### config.mk
export PLATFORM = sky130hd
export DESIGN_NAME = epc_irq_top
export DESIGN_NICKNAME = d
export VERILOG_FILES = /design/src/design/epc_pkg.sv /design/src/design/epc_irq_top.sv
export VERILOG_INCLUDE_DIRS = /design/src /design/src/design
export SDC_FILE = /design/constraint.sdc
export NUM_CORES = 1
export LEC_CHECK = 0
export ABC_AREA = 1
export BUFFER_PORTS_ARGS = -buffer_cell sky130_fd_sc_hd__buf_2
export CAP_MARGIN = 10
export CORE_MARGIN = 1
export CORE_UTILIZATION = 50
export DETAILED_ROUTE_END_ITERATION = 6
export PLACE_DENSITY = 0.74
export SETUP_SLACK_MARGIN = 0.02
export SKIP_LAST_GASP = 1
export SLEW_MARGIN = 30
export SYNTH_ARGS = -nofsm -noshare
export SYNTH_HDL_FRONTEND = slang
export SYNTH_SLANG_ARGS = --single-unit
export TNS_END_PERCENT = 20
### constraint.sdc
create_clock -name CLK -period 1.9 [get_ports CLK]
set_clock_uncertainty 0.15 [all_clocks]
set_input_delay 0.095 -clock CLK [delete_from_list [all_inputs] [get_ports CLK]]
set_output_delay 0.095 -clock CLK [all_outputs]
set_load 0.01 [all_outputs]
### src/design/epc_regs.svh
// Purpose: Register indices, field positions, reset values and timing counts
// Assumes: Byte address on the bus is four times the register index
// Notes:   Definitions only
`ifndef EPC_REGS_SVH
`define EPC_REGS_SVH

// ----------------------------------------------------------------------------
// Register indices
// ----------------------------------------------------------------------------
`define EPC_IDX_EXT_CTRL     8'h61
`define EPC_IDX_EXT_FLAGS    8'h62
`define EPC_IDX_EXT_MASK     8'h63
`define EPC_IDX_EXT_ACK      8'h65
`define EPC_IDX_OB_CTRL      8'h66
`define EPC_IDX_OB_FLAGS     8'h67
`define EPC_IDX_OB_MASK      8'h6A
`define EPC_IDX_PC_CTRL      8'h71
`define EPC_IDX_PC_FLAGS     8'h72
`define EPC_IDX_PC_MASK      8'h73
`define EPC_IDX_PL_PCMASK    8'h8F
`define EPC_IDX_KA_PCMASK    8'h93
`define EPC_IDX_KB_PCMASK    8'h97
`define EPC_IDX_KC_PCMASK    8'h9B
`define EPC_IDX_KD_PCMASK    8'h9F
`define EPC_IDX_EVT_STATUS   8'hA0
`define EPC_IDX_EVT_MASK     8'hA1

// ----------------------------------------------------------------------------
// Fields, reset values, timing
// ----------------------------------------------------------------------------
`define EPC_EXT_BITS         2
`define EPC_PC_BITS          6
`define EPC_PC_BIT_K         4
`define EPC_PC_BIT_PL        5
`define EPC_EVT_EXT          0
`define EPC_EVT_OB           2
`define EPC_EVT_PC           3
`define EPC_EVT_BITS         4
`define EPC_RESET_BYTE       8'h00
`define EPC_BUS_WAIT_CYCLES  1

`endif

### src/design/epc_pkg.sv
// Purpose: Types shared by the interrupt aggregation block
// Assumes: Included header supplies the widths
// Notes:   State of the block is one packed struct
`include "epc_regs.svh"

package epc_pkg;

  // Bus answer phase
  typedef enum logic {EPC_BUS_IDLE, EPC_BUS_ANSWER} epc_bus_type;

  // Whole register state of the block
  typedef struct packed {
    epc_bus_type                     bus;        // Bus phase
    logic [31:0]                     rdata;      // Registered read data
    logic [`EPC_EXT_BITS-1:0]        ext_ctrl;   // Extended control
    logic [`EPC_EXT_BITS-1:0]        ext_flags;  // Extended flags
    logic [`EPC_EXT_BITS-1:0]        ext_mask;   // Extended mask
    logic [`EPC_EXT_BITS-1:0]        ext_ack;    // Extended acknowledge
    logic [7:0]                      ob_ctrl;    // Open-block control
    logic [7:0]                      ob_flags;   // Open-block flags
    logic [7:0]                      ob_mask;    // Open-block mask
    logic [`EPC_PC_BITS-1:0]         pc_ctrl;    // Port change control
    logic [`EPC_PC_BITS-1:0]         pc_flags;   // Port change flags
    logic [`EPC_PC_BITS-1:0]         pc_mask;    // Port change mask
    logic [7:0]                      pl_mask;    // PL pin mask
    logic [31:0]                     k_mask;     // KA..KD pin masks
    logic [7:0]                      pl_prev;    // Last PL pins
    logic [31:0]                     k_prev;     // Last K pins
    logic                            prev_ok;    // Pin history valid
    logic [`EPC_EVT_BITS-1:0]        evt_stat;   // Sticky event status
    logic [`EPC_EVT_BITS-1:0]        evt_mask;   // Event mask
  } epc_state_type;

endpackage

### src/design/epc_irq_top.sv
// Purpose: Extended IRQ, open-block and port pin-change interrupt aggregation
// Assumes: Single clock; all inputs except RST_N synchronous to CLK
// Notes:   Avalon-MM slave, one wait state on every access
`timescale 1ns/1ps
`default_nettype none
`include "epc_regs.svh"

// Operation
// - Ext flag sets if source, mask, not acked
// - Ext flag clears on ack or source drop
// - Ext request needs flag and control bit
// - Delivered ext interrupt sets acknowledge bit
// - Writing one clears acknowledge bit
// - Open-block flag sets on masked notification
// - Open-block, port flags clear by write one
// - Open-block request needs flag and control
// - Port flag sets on masked group notification
// - Port request needs flag and control bit
// - Port bits: A,E,G,J,K,PL; top zero
module epc_irq_top
  import epc_pkg::*;
(
  input  wire logic         CLK,               // System clock, 250 MHz
  input  wire logic         RST_N,             // Async reset, active low
  input  wire logic [9:0]   AVS_ADDRESS,       // Byte address
  input  wire logic         AVS_READ,          // Read request
  input  wire logic         AVS_WRITE,         // Write request
  input  wire logic [31:0]  AVS_WRITEDATA,     // Write data
  input  wire logic [3:0]   AVS_BYTEENABLE,    // Byte lanes
  output logic [31:0]       AVS_READDATA,      // Read data
  output logic              AVS_WAITREQUEST,   // Stall
  input  wire logic [1:0]   EXT_IRQ_SRC,       // Group sources, level
  input  wire logic [1:0]   EXT_IRQ_TAKEN,     // Core took ext interrupt, pulse
  input  wire logic [7:0]   OPEN_BLOCK_NOTIFY, // Open-block notifications
  input  wire logic         PORT_A_NOTIFY,     // Port A change notice
  input  wire logic         PORT_E_NOTIFY,     // Port E change notice
  input  wire logic         PORT_G_NOTIFY,     // Port G change notice
  input  wire logic         PORT_J_NOTIFY,     // J group change notice
  input  wire logic [31:0]  PORT_K_PINS,       // KA..KD pin levels
  input  wire logic [7:0]   PORT_PL_PINS,      // PL pin levels
  output logic [1:0]        EXT_IRQ_REQ,       // Ext requests to core
  output logic [7:0]        OPEN_BLOCK_IRQ_REQ,// Open-block requests
  output logic [5:0]        PORT_CHANGE_IRQ_REQ,// Port change requests
  output logic              INT_OUT            // Summary interrupt, level
);

  // --------------------------------------------------------------------------
  // State
  // --------------------------------------------------------------------------
  epc_state_type s_q;            // Registered state
  epc_state_type s_d;            // Next state
  logic [7:0]    idx;            // Register index
  logic          wr_go;          // Write takes effect this edge
  logic          rd_go;          // Read completes this edge
  logic [7:0]    wb;             // Written byte
  logic [3:0]    k_hit;          // Per K port masked change
  logic          pl_hit;         // PL masked change
  logic [5:0]    pc_notify;      // Group notifications
  logic [7:0]    cur_rd;         // Read value of addressed register

  assign idx = AVS_ADDRESS[9:2];
  assign wb  = AVS_WRITEDATA[7:0];

  // --------------------------------------------------------------------------
  // Decoding
  // --------------------------------------------------------------------------
  // Selects a register on a write that carries the low byte lane
  function automatic logic wsel(input logic [7:0] i);
    wsel = wr_go && AVS_BYTEENABLE[0] && (idx == i);
  endfunction

  // Read value of one register; unmapped reads as zero
  function automatic logic [7:0] rmux(input logic [7:0] i, input epc_state_type s);
    rmux = `EPC_RESET_BYTE;
    unique case (i)
      `EPC_IDX_EXT_CTRL:   rmux = {6'h00, s.ext_ctrl};
      `EPC_IDX_EXT_FLAGS:  rmux = {6'h00, s.ext_flags};
      `EPC_IDX_EXT_MASK:   rmux = {6'h00, s.ext_mask};
      `EPC_IDX_EXT_ACK:    rmux = {6'h00, s.ext_ack};
      `EPC_IDX_OB_CTRL:    rmux = s.ob_ctrl;
      `EPC_IDX_OB_FLAGS:   rmux = s.ob_flags;
      `EPC_IDX_OB_MASK:    rmux = s.ob_mask;
      `EPC_IDX_PC_CTRL:    rmux = {2'h0, s.pc_ctrl};
      `EPC_IDX_PC_FLAGS:   rmux = {2'h0, s.pc_flags};
      `EPC_IDX_PC_MASK:    rmux = {2'h0, s.pc_mask};
      `EPC_IDX_PL_PCMASK:  rmux = s.pl_mask;
      `EPC_IDX_KA_PCMASK:  rmux = s.k_mask[7:0];
      `EPC_IDX_KB_PCMASK:  rmux = s.k_mask[15:8];
      `EPC_IDX_KC_PCMASK:  rmux = s.k_mask[23:16];
      `EPC_IDX_KD_PCMASK:  rmux = s.k_mask[31:24];
      `EPC_IDX_EVT_STATUS: rmux = {4'h0, s.evt_stat};
      `EPC_IDX_EVT_MASK:   rmux = {4'h0, s.evt_mask};
      default:             rmux = `EPC_RESET_BYTE;
    endcase
  endfunction

  // Request is answered one cycle after it appears
  assign AVS_WAITREQUEST = (AVS_READ || AVS_WRITE) && (s_q.bus == EPC_BUS_IDLE);
  assign wr_go = AVS_WRITE && (s_q.bus == EPC_BUS_ANSWER);
  assign rd_go = AVS_READ && (s_q.bus == EPC_BUS_ANSWER);
  assign cur_rd = rmux(idx, s_q);

  // --------------------------------------------------------------------------
  // Pin change detection
  // --------------------------------------------------------------------------
  // Each K port folds into one group bit; pins whose mask bit is zero are blind
  genvar g;
  generate
    for (g = 0; g < 4; g++)
    begin : g_kport
      assign k_hit[g] = s_q.prev_ok &&
        |((PORT_K_PINS[8*g+:8] ^ s_q.k_prev[8*g+:8]) & s_q.k_mask[8*g+:8]);
    end
  endgenerate

  assign pl_hit = s_q.prev_ok && |((PORT_PL_PINS ^ s_q.pl_prev) & s_q.pl_mask);

  // Group order A, E, G, J, K, PL
  assign pc_notify = {pl_hit, |k_hit, PORT_J_NOTIFY,
                      PORT_G_NOTIFY, PORT_E_NOTIFY, PORT_A_NOTIFY};

  // --------------------------------------------------------------------------
  // Next state
  // --------------------------------------------------------------------------
  always_comb
  begin
    logic [1:0] ext_set;
    logic [7:0] ob_set;
    logic [5:0] pc_set;
    logic [1:0] ack_nx;
    ext_set = 2'h0;
    ob_set  = 8'h00;
    pc_set  = 6'h00;
    ack_nx  = 2'h0;
    s_d = s_q;

    // Bus phase: one wait cycle then answer
    if ((AVS_READ || AVS_WRITE) && s_q.bus == EPC_BUS_IDLE)
    begin
      s_d.bus   = EPC_BUS_ANSWER;
      s_d.rdata = {24'h000000, cur_rd};
    end
    else
    begin
      s_d.bus = EPC_BUS_IDLE;
    end

    // Plain read/write registers
    if (wsel(`EPC_IDX_EXT_CTRL))   s_d.ext_ctrl = wb[1:0];
    if (wsel(`EPC_IDX_EXT_MASK))   s_d.ext_mask = wb[1:0];
    if (wsel(`EPC_IDX_OB_CTRL))    s_d.ob_ctrl  = wb;
    if (wsel(`EPC_IDX_OB_MASK))    s_d.ob_mask  = wb;
    // Whole-byte writes only, so single-bit changes need read-modify-write
    if (wsel(`EPC_IDX_PC_CTRL))    s_d.pc_ctrl  = wb[5:0];
    if (wsel(`EPC_IDX_PC_MASK))    s_d.pc_mask  = wb[5:0];
    if (wsel(`EPC_IDX_PL_PCMASK))  s_d.pl_mask  = wb;
    if (wsel(`EPC_IDX_KA_PCMASK))  s_d.k_mask[7:0]   = wb;
    if (wsel(`EPC_IDX_KB_PCMASK))  s_d.k_mask[15:8]  = wb;
    if (wsel(`EPC_IDX_KC_PCMASK))  s_d.k_mask[23:16] = wb;
    if (wsel(`EPC_IDX_KD_PCMASK))  s_d.k_mask[31:24] = wb;
    if (wsel(`EPC_IDX_EVT_MASK))   s_d.evt_mask = wb[3:0];

    // Acknowledge: write one clears, delivery sets; the set wins
    ack_nx = s_q.ext_ack;
    if (wsel(`EPC_IDX_EXT_ACK))
      ack_nx = ack_nx & ~wb[1:0];
    ack_nx = ack_nx | (EXT_IRQ_TAKEN & s_q.ext_flags & s_q.ext_ctrl);
    s_d.ext_ack = ack_nx;

    // Ext flags follow the source level; an ack blocks and clears them.
    // Software clearing leaves the acknowledge until it writes one there.
    ext_set = EXT_IRQ_SRC & s_q.ext_mask & ~s_q.ext_ack;
    s_d.ext_flags = s_q.ext_flags;
    if (wsel(`EPC_IDX_EXT_FLAGS))
      s_d.ext_flags = s_d.ext_flags & ~wb[1:0];
    s_d.ext_flags = (s_d.ext_flags | ext_set) & EXT_IRQ_SRC & ~ack_nx;

    // Open-block flags: masked notification sets, write one clears
    ob_set = OPEN_BLOCK_NOTIFY & s_q.ob_mask;
    s_d.ob_flags = s_q.ob_flags;
    if (wsel(`EPC_IDX_OB_FLAGS))
      s_d.ob_flags = s_d.ob_flags & ~wb;
    s_d.ob_flags = s_d.ob_flags | ob_set;

    // Port change flags: masked group notification sets, write one clears
    pc_set = pc_notify & s_q.pc_mask;
    s_d.pc_flags = s_q.pc_flags;
    if (wsel(`EPC_IDX_PC_FLAGS))
      s_d.pc_flags = s_d.pc_flags & ~wb[5:0];
    s_d.pc_flags = s_d.pc_flags | pc_set;

    // Pin history; first sample after reset only primes it
    s_d.k_prev  = PORT_K_PINS;
    s_d.pl_prev = PORT_PL_PINS;
    s_d.prev_ok = 1'b1;

    // Sticky events: read clears, a new event in the same cycle survives
    if (rd_go && idx == `EPC_IDX_EVT_STATUS)
      s_d.evt_stat = 4'h0;
    s_d.evt_stat[1:0] = s_d.evt_stat[1:0] | (ext_set & ~s_q.ext_flags);
    s_d.evt_stat[`EPC_EVT_OB] = s_d.evt_stat[`EPC_EVT_OB] | (|ob_set);
    s_d.evt_stat[`EPC_EVT_PC] = s_d.evt_stat[`EPC_EVT_PC] | (|pc_set);
  end

  // --------------------------------------------------------------------------
  // State register
  // --------------------------------------------------------------------------
  always_ff @(posedge CLK or negedge RST_N)
  begin
    if (!RST_N)
    begin
      s_q <= '0;
    end
    else
    begin
      s_q <= s_d;
    end
  end

  // --------------------------------------------------------------------------
  // Outputs
  // --------------------------------------------------------------------------
  // Read data stands from the registered capture
  assign AVS_READDATA = s_q.rdata;
  // Requests are pure level gates so they drop the cycle either bit clears
  assign EXT_IRQ_REQ         = s_q.ext_flags & s_q.ext_ctrl;
  assign OPEN_BLOCK_IRQ_REQ  = s_q.ob_flags & s_q.ob_ctrl;
  assign PORT_CHANGE_IRQ_REQ = s_q.pc_flags & s_q.pc_ctrl;
  // Summary line for an external controller
  assign INT_OUT = |(s_q.evt_stat & s_q.evt_mask);

endmodule
`default_nettype wire

* After elaboration in Yosys (flattened, before gate mapping) *
Cells that the tools add are included.

operators by class
  equality and inequality tests = 17
  multiplexer cells = 7
  bitwise logic cells = 41
  reductions and logical operators = 36

operators with widths
  kind                  number
  $pmux W8 S17          1
  $eq A8 B7 Y1 const B  10
  $and A8 B8 Y8         8
  $eq A8 B8 Y1 const B  7
  $reduce_or A8 Y1      6
  $xor A8 B8 Y8         5
  $logic_and A1 B1 Y1   26
  $and A2 B2 Y2         10
  $and A6 B6 Y6         3
  $mux W8               1
  $not A2 Y2            4
  $not A8 Y8            1
  $or A8 B8 Y8          1
  $reduce_or A4 Y1      2
  $mux W6               1
  $not A6 Y6            1
  $or A2 B2 Y2          3
  $or A6 B6 Y6          1
  $reduce_or A6 Y1      1
  $and A4 B4 Y4         1
  $mux W2               2
  $mux W4               1
  $or A1 B1 Y1          2
  $logic_or A1 B1 Y1    1
  other kinds (2)       2

word-level totals
  register bits = 148
  bits of input ports = 106
  output and inout bits = 50
  word-level logic and storage cells = 123

* Longest topological paths before layout *
Gate-level depths: netlist of the first run.

  depth after elaboration = 8
  mapped depth = 12
  mapped depth without buffers = 11

* Least setup slack after synthesis of the first run *
OpenSTA, ideal clock, no wires.

  kind = register to register
  start = reg s_q[171] in the netlist's numbering
  end = reg s_q[57] in the netlist's numbering
  library setup time = 128 ps
  arrival time = 1156 ps
  data required time = 1622 ps
  path slack = 466 ps
  cell stages (with the launch flop) = 8
  buffers on the path = 2
  period minus slack after synthesis = 1434 ps
  cell sequence = dfrtp_1 nand3_1 inv_2 buf_4 nand2_2 buf_4 nand2_1 o21ai_2

on the way
  word-level cells in the longest chain between the ends = 3

RTL lines
  what                              line                text
  start, declared                   epc_irq_top.sv:50   epc_state_type s_q;
  start signal, assigned            epc_irq_top.sv:212  s_q <= '0;
  start signal, assigned            epc_irq_top.sv:216  s_q <= s_d;
  $logic_and A1 B1 Y1               epc_irq_top.sv:99   assign wr_go = AVS_WRITE && (s_q.bus == EPC_BUS_ANSWER);
  $logic_and A1 B1 Y1 (2 in a row)  epc_irq_top.sv:69   wsel = wr_go && AVS_BYTEENABLE[0] && (idx == i);

No other way between the ends.
A chain may end at the register's enable or synchronous reset.

==> flow_metrics.env, run 1 <==
export IMPL_status="finished, final reports clean"
export IMPL_die_x_um=123
export IMPL_drc=0
export IMPL_worstPathCellList="or2_2 -> nand3_1 -> o21ai_0 -> nor3_1 -> nand2_1 -> a21oi_1 -> nand2_1"
export IMPL_cts_tree="built"
export IMPL_syn2layout_area_growth_pct=25.2
export IMPL_min_period_ns=1.71
export IMPL_num_rows=43
export IMPL_cap_violations=0
export IMPL_yosys_top_cells_area="dfrtp_1 (50%), nand2_1 (15%), nand3_1 (6.2%)"
export IMPL_layout_drive_gt1_share_pct=20.5
export IMPL_p_per_area_nw_per_um2=805
export IMPL_yosysWarnings=0
export IMPL_crit_path_end_kind="flop"
export IMPL_antennaDiodeCount=0
export IMPL_clock_latency_ns=0.43
export IMPL_final_setup_tns_ns=0
export IMPL_num_nets_final=1188
export IMPL_drv_slew=0
export IMPL_grt_max_degree=49
export IMPL_ant_nets=0
export IMPL_hp_class="input pin to flop"
export IMPL_rsz0062_at_grt="no"
export IMPL_overflow=0
export IMPL_yosys_area_top_type="dfrtp_1"
export IMPL_antenna_found_initial=0
export IMPL_route_met3_wl_um=1410
export IMPL_utilization_pct=65.3
export IMPL_synth_top_area_share_pct=50.4
export IMPL_holdWs_ns=0.0352
export IMPL_max_freq_mhz=584
export IMPL_cp_data_arrival_time_ns=1.88
export IMPL_finalHoldViolCount=0
export IMPL_worst_ir_drop_vdd_mv=0.620
export IMPL_nFillCells=1205
export IMPL_vias=6651
export IMPL_mostFrequentLayoutCells="nand2_1 (301), dfrtp_1 (148), buf_2 (101)"
export IMPL_drt_pre_antenna_iters=6
export IMPL_worstPathRequired_ns=2.07
export IMPL_initial_core_util_pct=52.1
export IMPL_synth_edff_count=0
export IMPL_slew_headroom_pct=57.1
export IMPL_port_buffers=102
export IMPL_wirelength_um=19700
export IMPL_post_cts_setup_buffer_count=0
export IMPL_hold_depth=3
export IMPL_synth_seq_cells=148
export IMPL_routedWlPerCell_um=15.5
export IMPL_yosysUniqueCellTypes=31
export IMPL_grt_total_usage_pct=28.0
export IMPL_cp_start_kind="flop"
export IMPL_grt_pass1_wl_um=31500
export IMPL_die_area_um2=15200
export IMPL_slowest_delay_ns=0.37
export IMPL_path_clk_slew_ns=0.06
export IMPL_numCtsBuffers=17
export IMPL_reg2reg_depth=7
export IMPL_synthFlopType="dfrtp_1"
export IMPL_p_leak_nw=4.78
export IMPL_syn_area_per_cell_um2=8.08
export IMPL_pin_count=156
export IMPL_gp_congestion=0.910
export IMPL_top_layer="met4"
export IMPL_wl_met1_um=8920
export IMPL_syn_cell_area_um2=7350
export IMPL_dr_wl_met2_um=8930
export IMPL_crit_type="flop to flop"
export IMPL_via_per_inst=5.22
export IMPL_core_area_um2=14100
export IMPL_slowest_stage="dfrtp_1"
export IMPL_min_period_over_period_pct=90.1
export IMPL_cts_root_buffer="clkbuf_16"
export IMPL_grt_pass1_vias=6315
export IMPL_drt_iter0_markers=752
export IMPL_finalSetupViolCount=0
export IMPL_cts_htree_levels=4
export IMPL_tightest_slew_ns=0.642
export IMPL_cts_sinks=148
export IMPL_synth_async_sr_flop_share_pct=100
export IMPL_crit_fanout=2
export IMPL_clk_path_buf_depth=2
export IMPL_post_synth_inst_count=910
export IMPL_final_common_cell="nand2_1"
export IMPL_critPathMostFrequentCell="nand2_1"
export IMPL_ys_seq_area_share_pct=50.4
export IMPL_dieHeight_um=123
export IMPL_dp_final_hpwl_um=14200
-- worst max-delay path: cells and delay by family, from the launching register on --
family	cells	cell delay (ns)
AO/OA/AOI/OAI	2	0.37
flip-flops	1	0.37
AND/OR/NAND/NOR	5	0.72
-- sequential cells by signal, summed over array words and instances, names as in the netlist --
name and count:
AVS_READDATA 8, s_q 140
-- stage by stage --
step	cells	cell area, um^2	worst slack, ns	power (mW)
finish	1273	9210	0.188	7.41
global placement	1178	7970	0.177	3.99
CTS	1273	9210	0.197	7.44
floorplan	933	7440	0.466	3.73
detailed placement	1178	7970	0.0904	4.01
global route	1273	9210	0.0480	7.68
-- synthesized netlist by cell type (10+ instances only) --
| cell | instances |
|---|---|
| nand2_1 | 301 |
| dfrtp_1 | 148 |
| nand3_1 | 91 |
| o21ai_0 | 69 |
| nor2_1 | 61 |
| inv_1 | 49 |
| buf_4 | 34 |
| o21ai_1 | 27 |
| o21ai_2 | 23 |
| a21oi_1 | 16 |
| or2_2 | 16 |
| nand2_2 | 10 |
-- where the power goes --
| group | internal (mW) | switching, mW |
|---|---|---|
| clock | 2.08 | 1.27 |
| combinational | 0.269 | 0.388 |
| sequential | 3.30 | 0.107 |
| total | 5.64 | 1.77 |
-- final timing paths --
path                                        from               to  slack (ns)
worst max register to register           s_q[43]           s_q[7]        0.19
worst min register to register   AVS_READDATA[6]  AVS_READDATA[6]        0.32
max in group asynchronous                  RST_N         s_q[122]        0.44
worst min-delay path            AVS_WRITEDATA[4]          s_q[85]        0.04
worst max-delay path                     s_q[43]           s_q[7]        0.19
min in group asynchronous                  RST_N          s_q[39]        0.55
-- area by class of cell --
cell class	instances	area, um^2	share of cell area (%)
clock buffer	21	450	4.89
clock inverter	9	131	1.43
multi-input combinational	671	3120	33.9
sequential	148	3700	40.2
tap	180	225	2.45
inverter	60	226	2.46
timing repair buffer	184	1350	14.6
-- per-layer routing --
metal	GRT usage, %	vias up
met5	0	-
met2	42.7	267
met3	5.63	40
met4	11.5	0
li1	-	3237
met1	39.2	3107
-- logic make-up (layout without fill, tap and decap cells) --
logic type | after synthesis | in the layout | synth area share [%]
AO/OA/AOI/OAI | 137 | 137 | 10.6
XOR/XNOR | 2 | 2 | 0.238
buffers and inverters | 114 | 274 | 8.31
flip-flops | 148 | 148 | 50.4
other | 2 | 25 | 0.102
AND/OR/NAND/NOR | 507 | 507 | 30.4
-- repair_timing --
action / 4_1_cts / 5_1_grt
hold buffers: 65 / 0
endpoints found under the hold margin: 223 / 0
gates resized for setup: 0 / 0
Power figures use the tool's default switching activity.
==> run 2, diff against run 1 <==
PLACE_DENSITY = 0.72   (was 0.74)
==> flow_metrics.env, run 2 (synthesized netlist as in run 1, its figures left out) <==
export IMPL_min_period_ns=1.74
export IMPL_grt_total_usage_pct=28.0
export IMPL_slew_headroom_pct=58.0
export IMPL_intPower_mw=5.72
export IMPL_worstPathCellList="or2_2 -> nand3_1 -> o21ai_0 -> nor3_1 -> nand2_1 -> a21oi_1 -> nand2_1"
export IMPL_post_cts_setup_buffer_count=0
export IMPL_tightest_slew_ns=0.623
export IMPL_critPathMostFrequentCell="nand2_1"
export IMPL_dp_final_hpwl_um=14100
export IMPL_cts_resized=0
export IMPL_regMostFlops="s_q"
export IMPL_ant_nets=0
export IMPL_nFillCells=1206
export IMPL_worst_ir_drop_vdd_mv=0.677
export IMPL_switchingPower_mw=1.79
export IMPL_path_buf_inv=0
export IMPL_antenna_found_initial=0
export IMPL_stdcell_area_um2=9220
export IMPL_finalSetupViolCount=0
export IMPL_status="finished, violations left"
export IMPL_grt_pass1_vias=6246
export IMPL_numCtsBuffers=17
export IMPL_clk_path_buf_depth=2
export IMPL_crit_fanout=2
export IMPL_clock_power_share_pct=45.9
export IMPL_num_rows=43
export IMPL_initial_core_util_pct=52.1
export IMPL_holdBufCountCts=63
export IMPL_die_area_um2=15200
export IMPL_placed_cells=1179
export IMPL_ff_latch_area_um2=3700
export IMPL_finalHoldViolCount=2
export IMPL_pin_count=156
export IMPL_drt_pre_antenna_iters=5
export IMPL_largest_reg_flops=140
export IMPL_dieHeight_um=123
export IMPL_antennaDiodeCount=0
export IMPL_cp_start_kind="flop"
export IMPL_clock_latency_ns=0.43
export IMPL_syn2layout_area_growth_pct=25.4
export IMPL_grt_pass1_wl_um=31300
export IMPL_holdWs_ns=-0.00296
export IMPL_cts_sinks=148
export IMPL_violations="hold timing"
export IMPL_min_period_over_period_pct=91.3
export IMPL_worstPathRequired_ns=2.07
export IMPL_final_common_cell="nand2_1"
export IMPL_drc=0
export IMPL_cp_data_arrival_time_ns=1.90
export IMPL_num_nets_final=1187
export IMPL_cts_htree_levels=4
export IMPL_port_buffers=102
export IMPL_hp_class="input pin to asynchronous set/reset pin"
export IMPL_layout_drive_gt1_share_pct=20.7
export IMPL_cp_top_family="simple AND/OR/NAND/NOR gates"
export IMPL_rsz0062_at_grt="no"
export IMPL_max_freq_mhz=576
export IMPL_multi_input_area_um2=3120
export IMPL_core_area_um2=14100
export IMPL_p_leak_nw=4.80
export IMPL_cts_root_buffer="clkbuf_16"
export IMPL_wirelength_um=19600
export IMPL_grt_max_degree=42
export IMPL_swShare_pct=23.8
export IMPL_final_setup_tns_ns=0
export IMPL_slowest_stage="dfrtp_1"
export IMPL_overflow=0
export IMPL_p_per_area_nw_per_um2=815
export IMPL_vias=6641
export IMPL_slowest_delay_ns=0.37
export IMPL_cap_violations=0
export IMPL_path_clk_slew_ns=0.06
export IMPL_cts_tree="built"
export IMPL_seq_power_share_pct=45.3
export IMPL_detailed_place_area_um2=7980
export IMPL_via_per_inst=5.21
export IMPL_mostFrequentLayoutCells="nand2_1 (301), dfrtp_1 (148), buf_2 (101)"
export IMPL_instances_no_fill=1274
export IMPL_drv_slew=0
export IMPL_crit_path_end_kind="flop"
export IMPL_gp_congestion=0.959
export IMPL_crit_type="flop to flop"
export IMPL_die_x_um=123
export IMPL_routedWlPerCell_um=15.4
export IMPL_drt_iter0_markers=580
export IMPL_pwr_share_comb_pct=8.8
-- run 2: changes by cell type in the layout (fill, tap and decap cells not counted), sizes merged --
cell         previous run  this run
clkbuf                 21        23
buf                   119       120
clkinvlp                3         1
clkinv                  5         7
dlygate4sd3            65        63
-- run 2: stage by stage --
step | hold slack [ns] | setup slack, ns | power (mW) | utilization (%)
2_1_floorplan | -0.351 | 0.466 | 3.73 | -
5_1_grt | 0.0307 | 0.0502 | 7.76 | 65.4
3_5_place_dp | -0.115 | 0.127 | 4.01 | 56.6
6_report | -0.00296 | 0.164 | 7.51 | 65.4
3_3_place_gp | -0.114 | 0.207 | 3.99 | 56.6
4_1_cts | 0.000981 | 0.196 | 7.54 | 65.4
-- run 2: power groups by stage --
stage	Combinational, mW	Clock [mW]	Sequential, mW
finish	0.657	3.45	3.41
global route	0.740	3.60	3.42
CTS	0.657	3.48	3.40
detailed placement	0.555	0	3.46
global placement	0.541	0	3.45
floorplan	0.314	0	3.42
-- run 2: final cells by class --
type                    instances  share of cell area (%)
multi-input cells             671                    33.9
clock inverters                 9                    1.37
flip-flops and latches        148                    40.2
well taps                     180                    2.44
clock buffers                  23                    5.19
inverters                      60                    2.46
repair buffers                183                    14.5
-- run 2: layer usage --
layer | wire length (um) | track usage, % | up-vias
met5 | 0 | 0 | -
met4 | 430 | 10.0 | 0
met3 | 1320 | 5.17 | 39
met2 | 9020 | 43.9 | 260
met1 | 8870 | 39.0 | 3114
li1 | - | - | 3228
-- run 2: worst register-to-register path: stages, from the launching register on --
cell and delay [ns]:
dfrtp_1 0.37, or2_2 0.29, nand3_1 0.06, o21ai_0 0.24, nor3_1 0.21, nand2_1 0.11
a21oi_1 0.14, nand2_1 0.06
-- run 2: final timing paths --
| kind | from | endpoint | slack [ns] | cells after the start |
|---|---|---|---|---|
| worst max-delay path | s_q[43] | s_q[7] | 0.16 | 7 |
| worst min-delay path | RST_N | s_q[39] | -0.003 | 2 |
| worst max register to register | s_q[43] | s_q[7] | 0.16 | 7 |
| worst min register to register | AVS_READDATA[0] | AVS_READDATA[0] | 0.33 | 2 |
| max in group asynchronous | RST_N | s_q[65] | 0.99 | 3 |
| min in group CLK | AVS_WRITEDATA[5] | s_q[54] | 0 | 3 |
==> run 3, diff against run 2 <==
clock period = 2.2 ns   (was 1.9 ns; I/O delays follow)
==> flow_metrics.env, run 3 (synthesized netlist as in run 1, its figures left out) <==
export IMPL_antenna_found_initial=1
export IMPL_endpoint="s_q[135]"
export IMPL_overflow=0
export IMPL_die_area_um2=15200
export IMPL_dr_wl_met2_um=9240
export IMPL_num_nets_final=1183
export IMPL_finalHoldViolCount=0
export IMPL_cap_violations=0
export IMPL_min_period_over_period_pct=88.6
export IMPL_slowest_stage="dlygate4sd3_1"
export IMPL_hold_start="AVS_WRITEDATA[5]"
export IMPL_wl_met1_um=8770
export IMPL_ant_nets=0
export IMPL_cts_tree="built"
export IMPL_min_period_ns=1.95
export IMPL_crit_fanout=11
export IMPL_cts_htree_levels=4
export IMPL_grt_pass1_vias=6402
export IMPL_final_setup_tns_ns=0
export IMPL_vias=6638
export IMPL_path_clk_slew_ns=0.06
export IMPL_core_area_um2=14100
export IMPL_cts_sinks=148
export IMPL_mostFrequentLayoutCells="nand2_1 (301), dfrtp_1 (148), buf_2 (101)"
export IMPL_cts_resized=0
export IMPL_routedWlPerCell_um=15.7
export IMPL_path_buf_inv=4
export IMPL_rsz0062_at_grt="no"
export IMPL_antennaDiodeCount=0
export IMPL_p_per_area_nw_per_um2=683
export IMPL_crit_type="input pin to flop"
export IMPL_clock_latency_ns=0.42
export IMPL_worstPathRequired_ns=2.40
export IMPL_tightest_slew_ns=0.635
export IMPL_regMostFlops="s_q"
export IMPL_crit_path_end_kind="flop"
export IMPL_grt_pass1_wl_um=32200
export IMPL_die_x_um=123
export IMPL_cp_data_arrival_time_ns=2.15
export IMPL_drc=0
export IMPL_finalSetupViolCount=0
export IMPL_drt_pre_antenna_iters=5
export IMPL_dp_final_hpwl_um=14100
export IMPL_pin_count=156
export IMPL_hp_class="input pin to flop"
export IMPL_p_leak_nw=4.75
export IMPL_detailed_place_area_um2=7900
export IMPL_cp_top_family="buffers and inverters"
export IMPL_initial_core_util_pct=52.1
export IMPL_r2r_slack_ns=0.26
export IMPL_wirelength_um=20000
export IMPL_worstSetupPathDepth=12
export IMPL_dieHeight_um=123
export IMPL_critPathMostFrequentCell="nand2_1"
export IMPL_slowest_delay_ns=0.59
export IMPL_top_layer="met5"
export IMPL_cp_start_kind="input pin"
export IMPL_via_per_inst=5.23
export IMPL_drv_slew=0
export IMPL_numCtsBuffers=17
export IMPL_final_common_cell="nand2_1"
export IMPL_regToRegEndpoint="s_q[135]"
export IMPL_max_freq_mhz=513
export IMPL_stdcell_area_um2=9110
export IMPL_grt_total_usage_pct=28.6
export IMPL_slew_headroom_pct=57.6
export IMPL_crit_start="AVS_ADDRESS[6]"
export IMPL_port_buffers=102
export IMPL_status="finished, final reports clean"
export IMPL_cts_root_buffer="clkbuf_16"
export IMPL_layout_drive_gt1_share_pct=20.5
export IMPL_num_rows=43
export IMPL_reg2reg_depth=7
export IMPL_post_cts_setup_buffer_count=0
export IMPL_clk_path_buf_depth=2
export IMPL_worst_ir_drop_vdd_mv=0.489
export IMPL_route_met3_wl_um=1560
export IMPL_gp_congestion=0.932
export IMPL_worstPathCellList="buf_2 -> inv_2 -> nand2_1 -> nor2_2 -> buf_4 -> nand2_1 -> nor2_1 -> nand2_1 -> nand2_1 -> nand2_1 -> dlygate4sd3_1 -> nor3b_2"
export IMPL_largest_reg_flops=140
export IMPL_rr_startpoint="s_q[171]"
export IMPL_drt_iter0_markers=594
export IMPL_syn2layout_area_growth_pct=23.9
export IMPL_grt_max_degree=64
[run 3: cell count changes in the layout (fill, tap and decap cells not counted), sizes merged]
cell | previous run | this run
bufinv | 3 | 0
clkbuf | 23 | 24
clkinv | 7 | 8
dlygate4sd3 | 63 | 65
buf | 120 | 114
clkinvlp | 1 | 2
[run 3: worst min path at each step]
stage,to,slack [ns],cells past startpoint
5_1_grt,s_q[86],0.05,3
2_1_floorplan,AVS_READDATA[0],-0.34,0
3_5_place_dp,s_q[23],-0.06,1
6_report,s_q[86],0.04,3
3_3_place_gp,s_q[23],-0.06,1
4_1_cts,s_q[86],0.01,3
[run 3: metrics by stage]
stage	setup WS, ns	cells	util (%)	hold WS [ns]	power (mW)
CTS	0.266	1270	64.6	0.0106	6.25
global placement	0.418	1173	56.0	-0.0643	3.44
global route	0.0882	1270	64.6	0.0477	6.46
detailed placement	0.386	1173	56.0	-0.0638	3.45
floorplan	0.766	933	-	-0.336	3.22
finish	0.252	1270	64.6	0.0379	6.22
[run 3: repair_timing]
| action | CTS | global route |
|---|---|---|
| endpoints found under the setup margin | 0 | 0 |
| endpoints found under the hold margin | 217 | 0 |
| hold buffers | 65 | 0 |
[run 3: layout make-up]
cell class | count | area (um^2)
Clock inverter | 8 | 48.8
Clock buffer | 24 | 512
Timing Repair Buffer | 179 | 1270
Multi-Input combinational cell | 671 | 3120
Sequential cell | 148 | 3700
Fill cell | 1228 | 4990
Tap cell | 180 | 225
Inverter | 60 | 226
[run 3: tightest hold or removal path: stages]
cell	delay (ns)
buf_2	0.08
inv_1	0.20
o21ai_2	0.19
[run 3: where the power goes]
group | switching (mW) | internal (mW)
logic | 0.335 | 0.223
clock network | 1.10 | 1.61
registers | 0.0969 | 2.85
[run 3: per-layer routing]
metal,vias up,track usage (%)
met3,27,7.20
met1,3120,39.0
met5,-,0
li1,3224,-
met2,265,44.3
met4,2,9.86
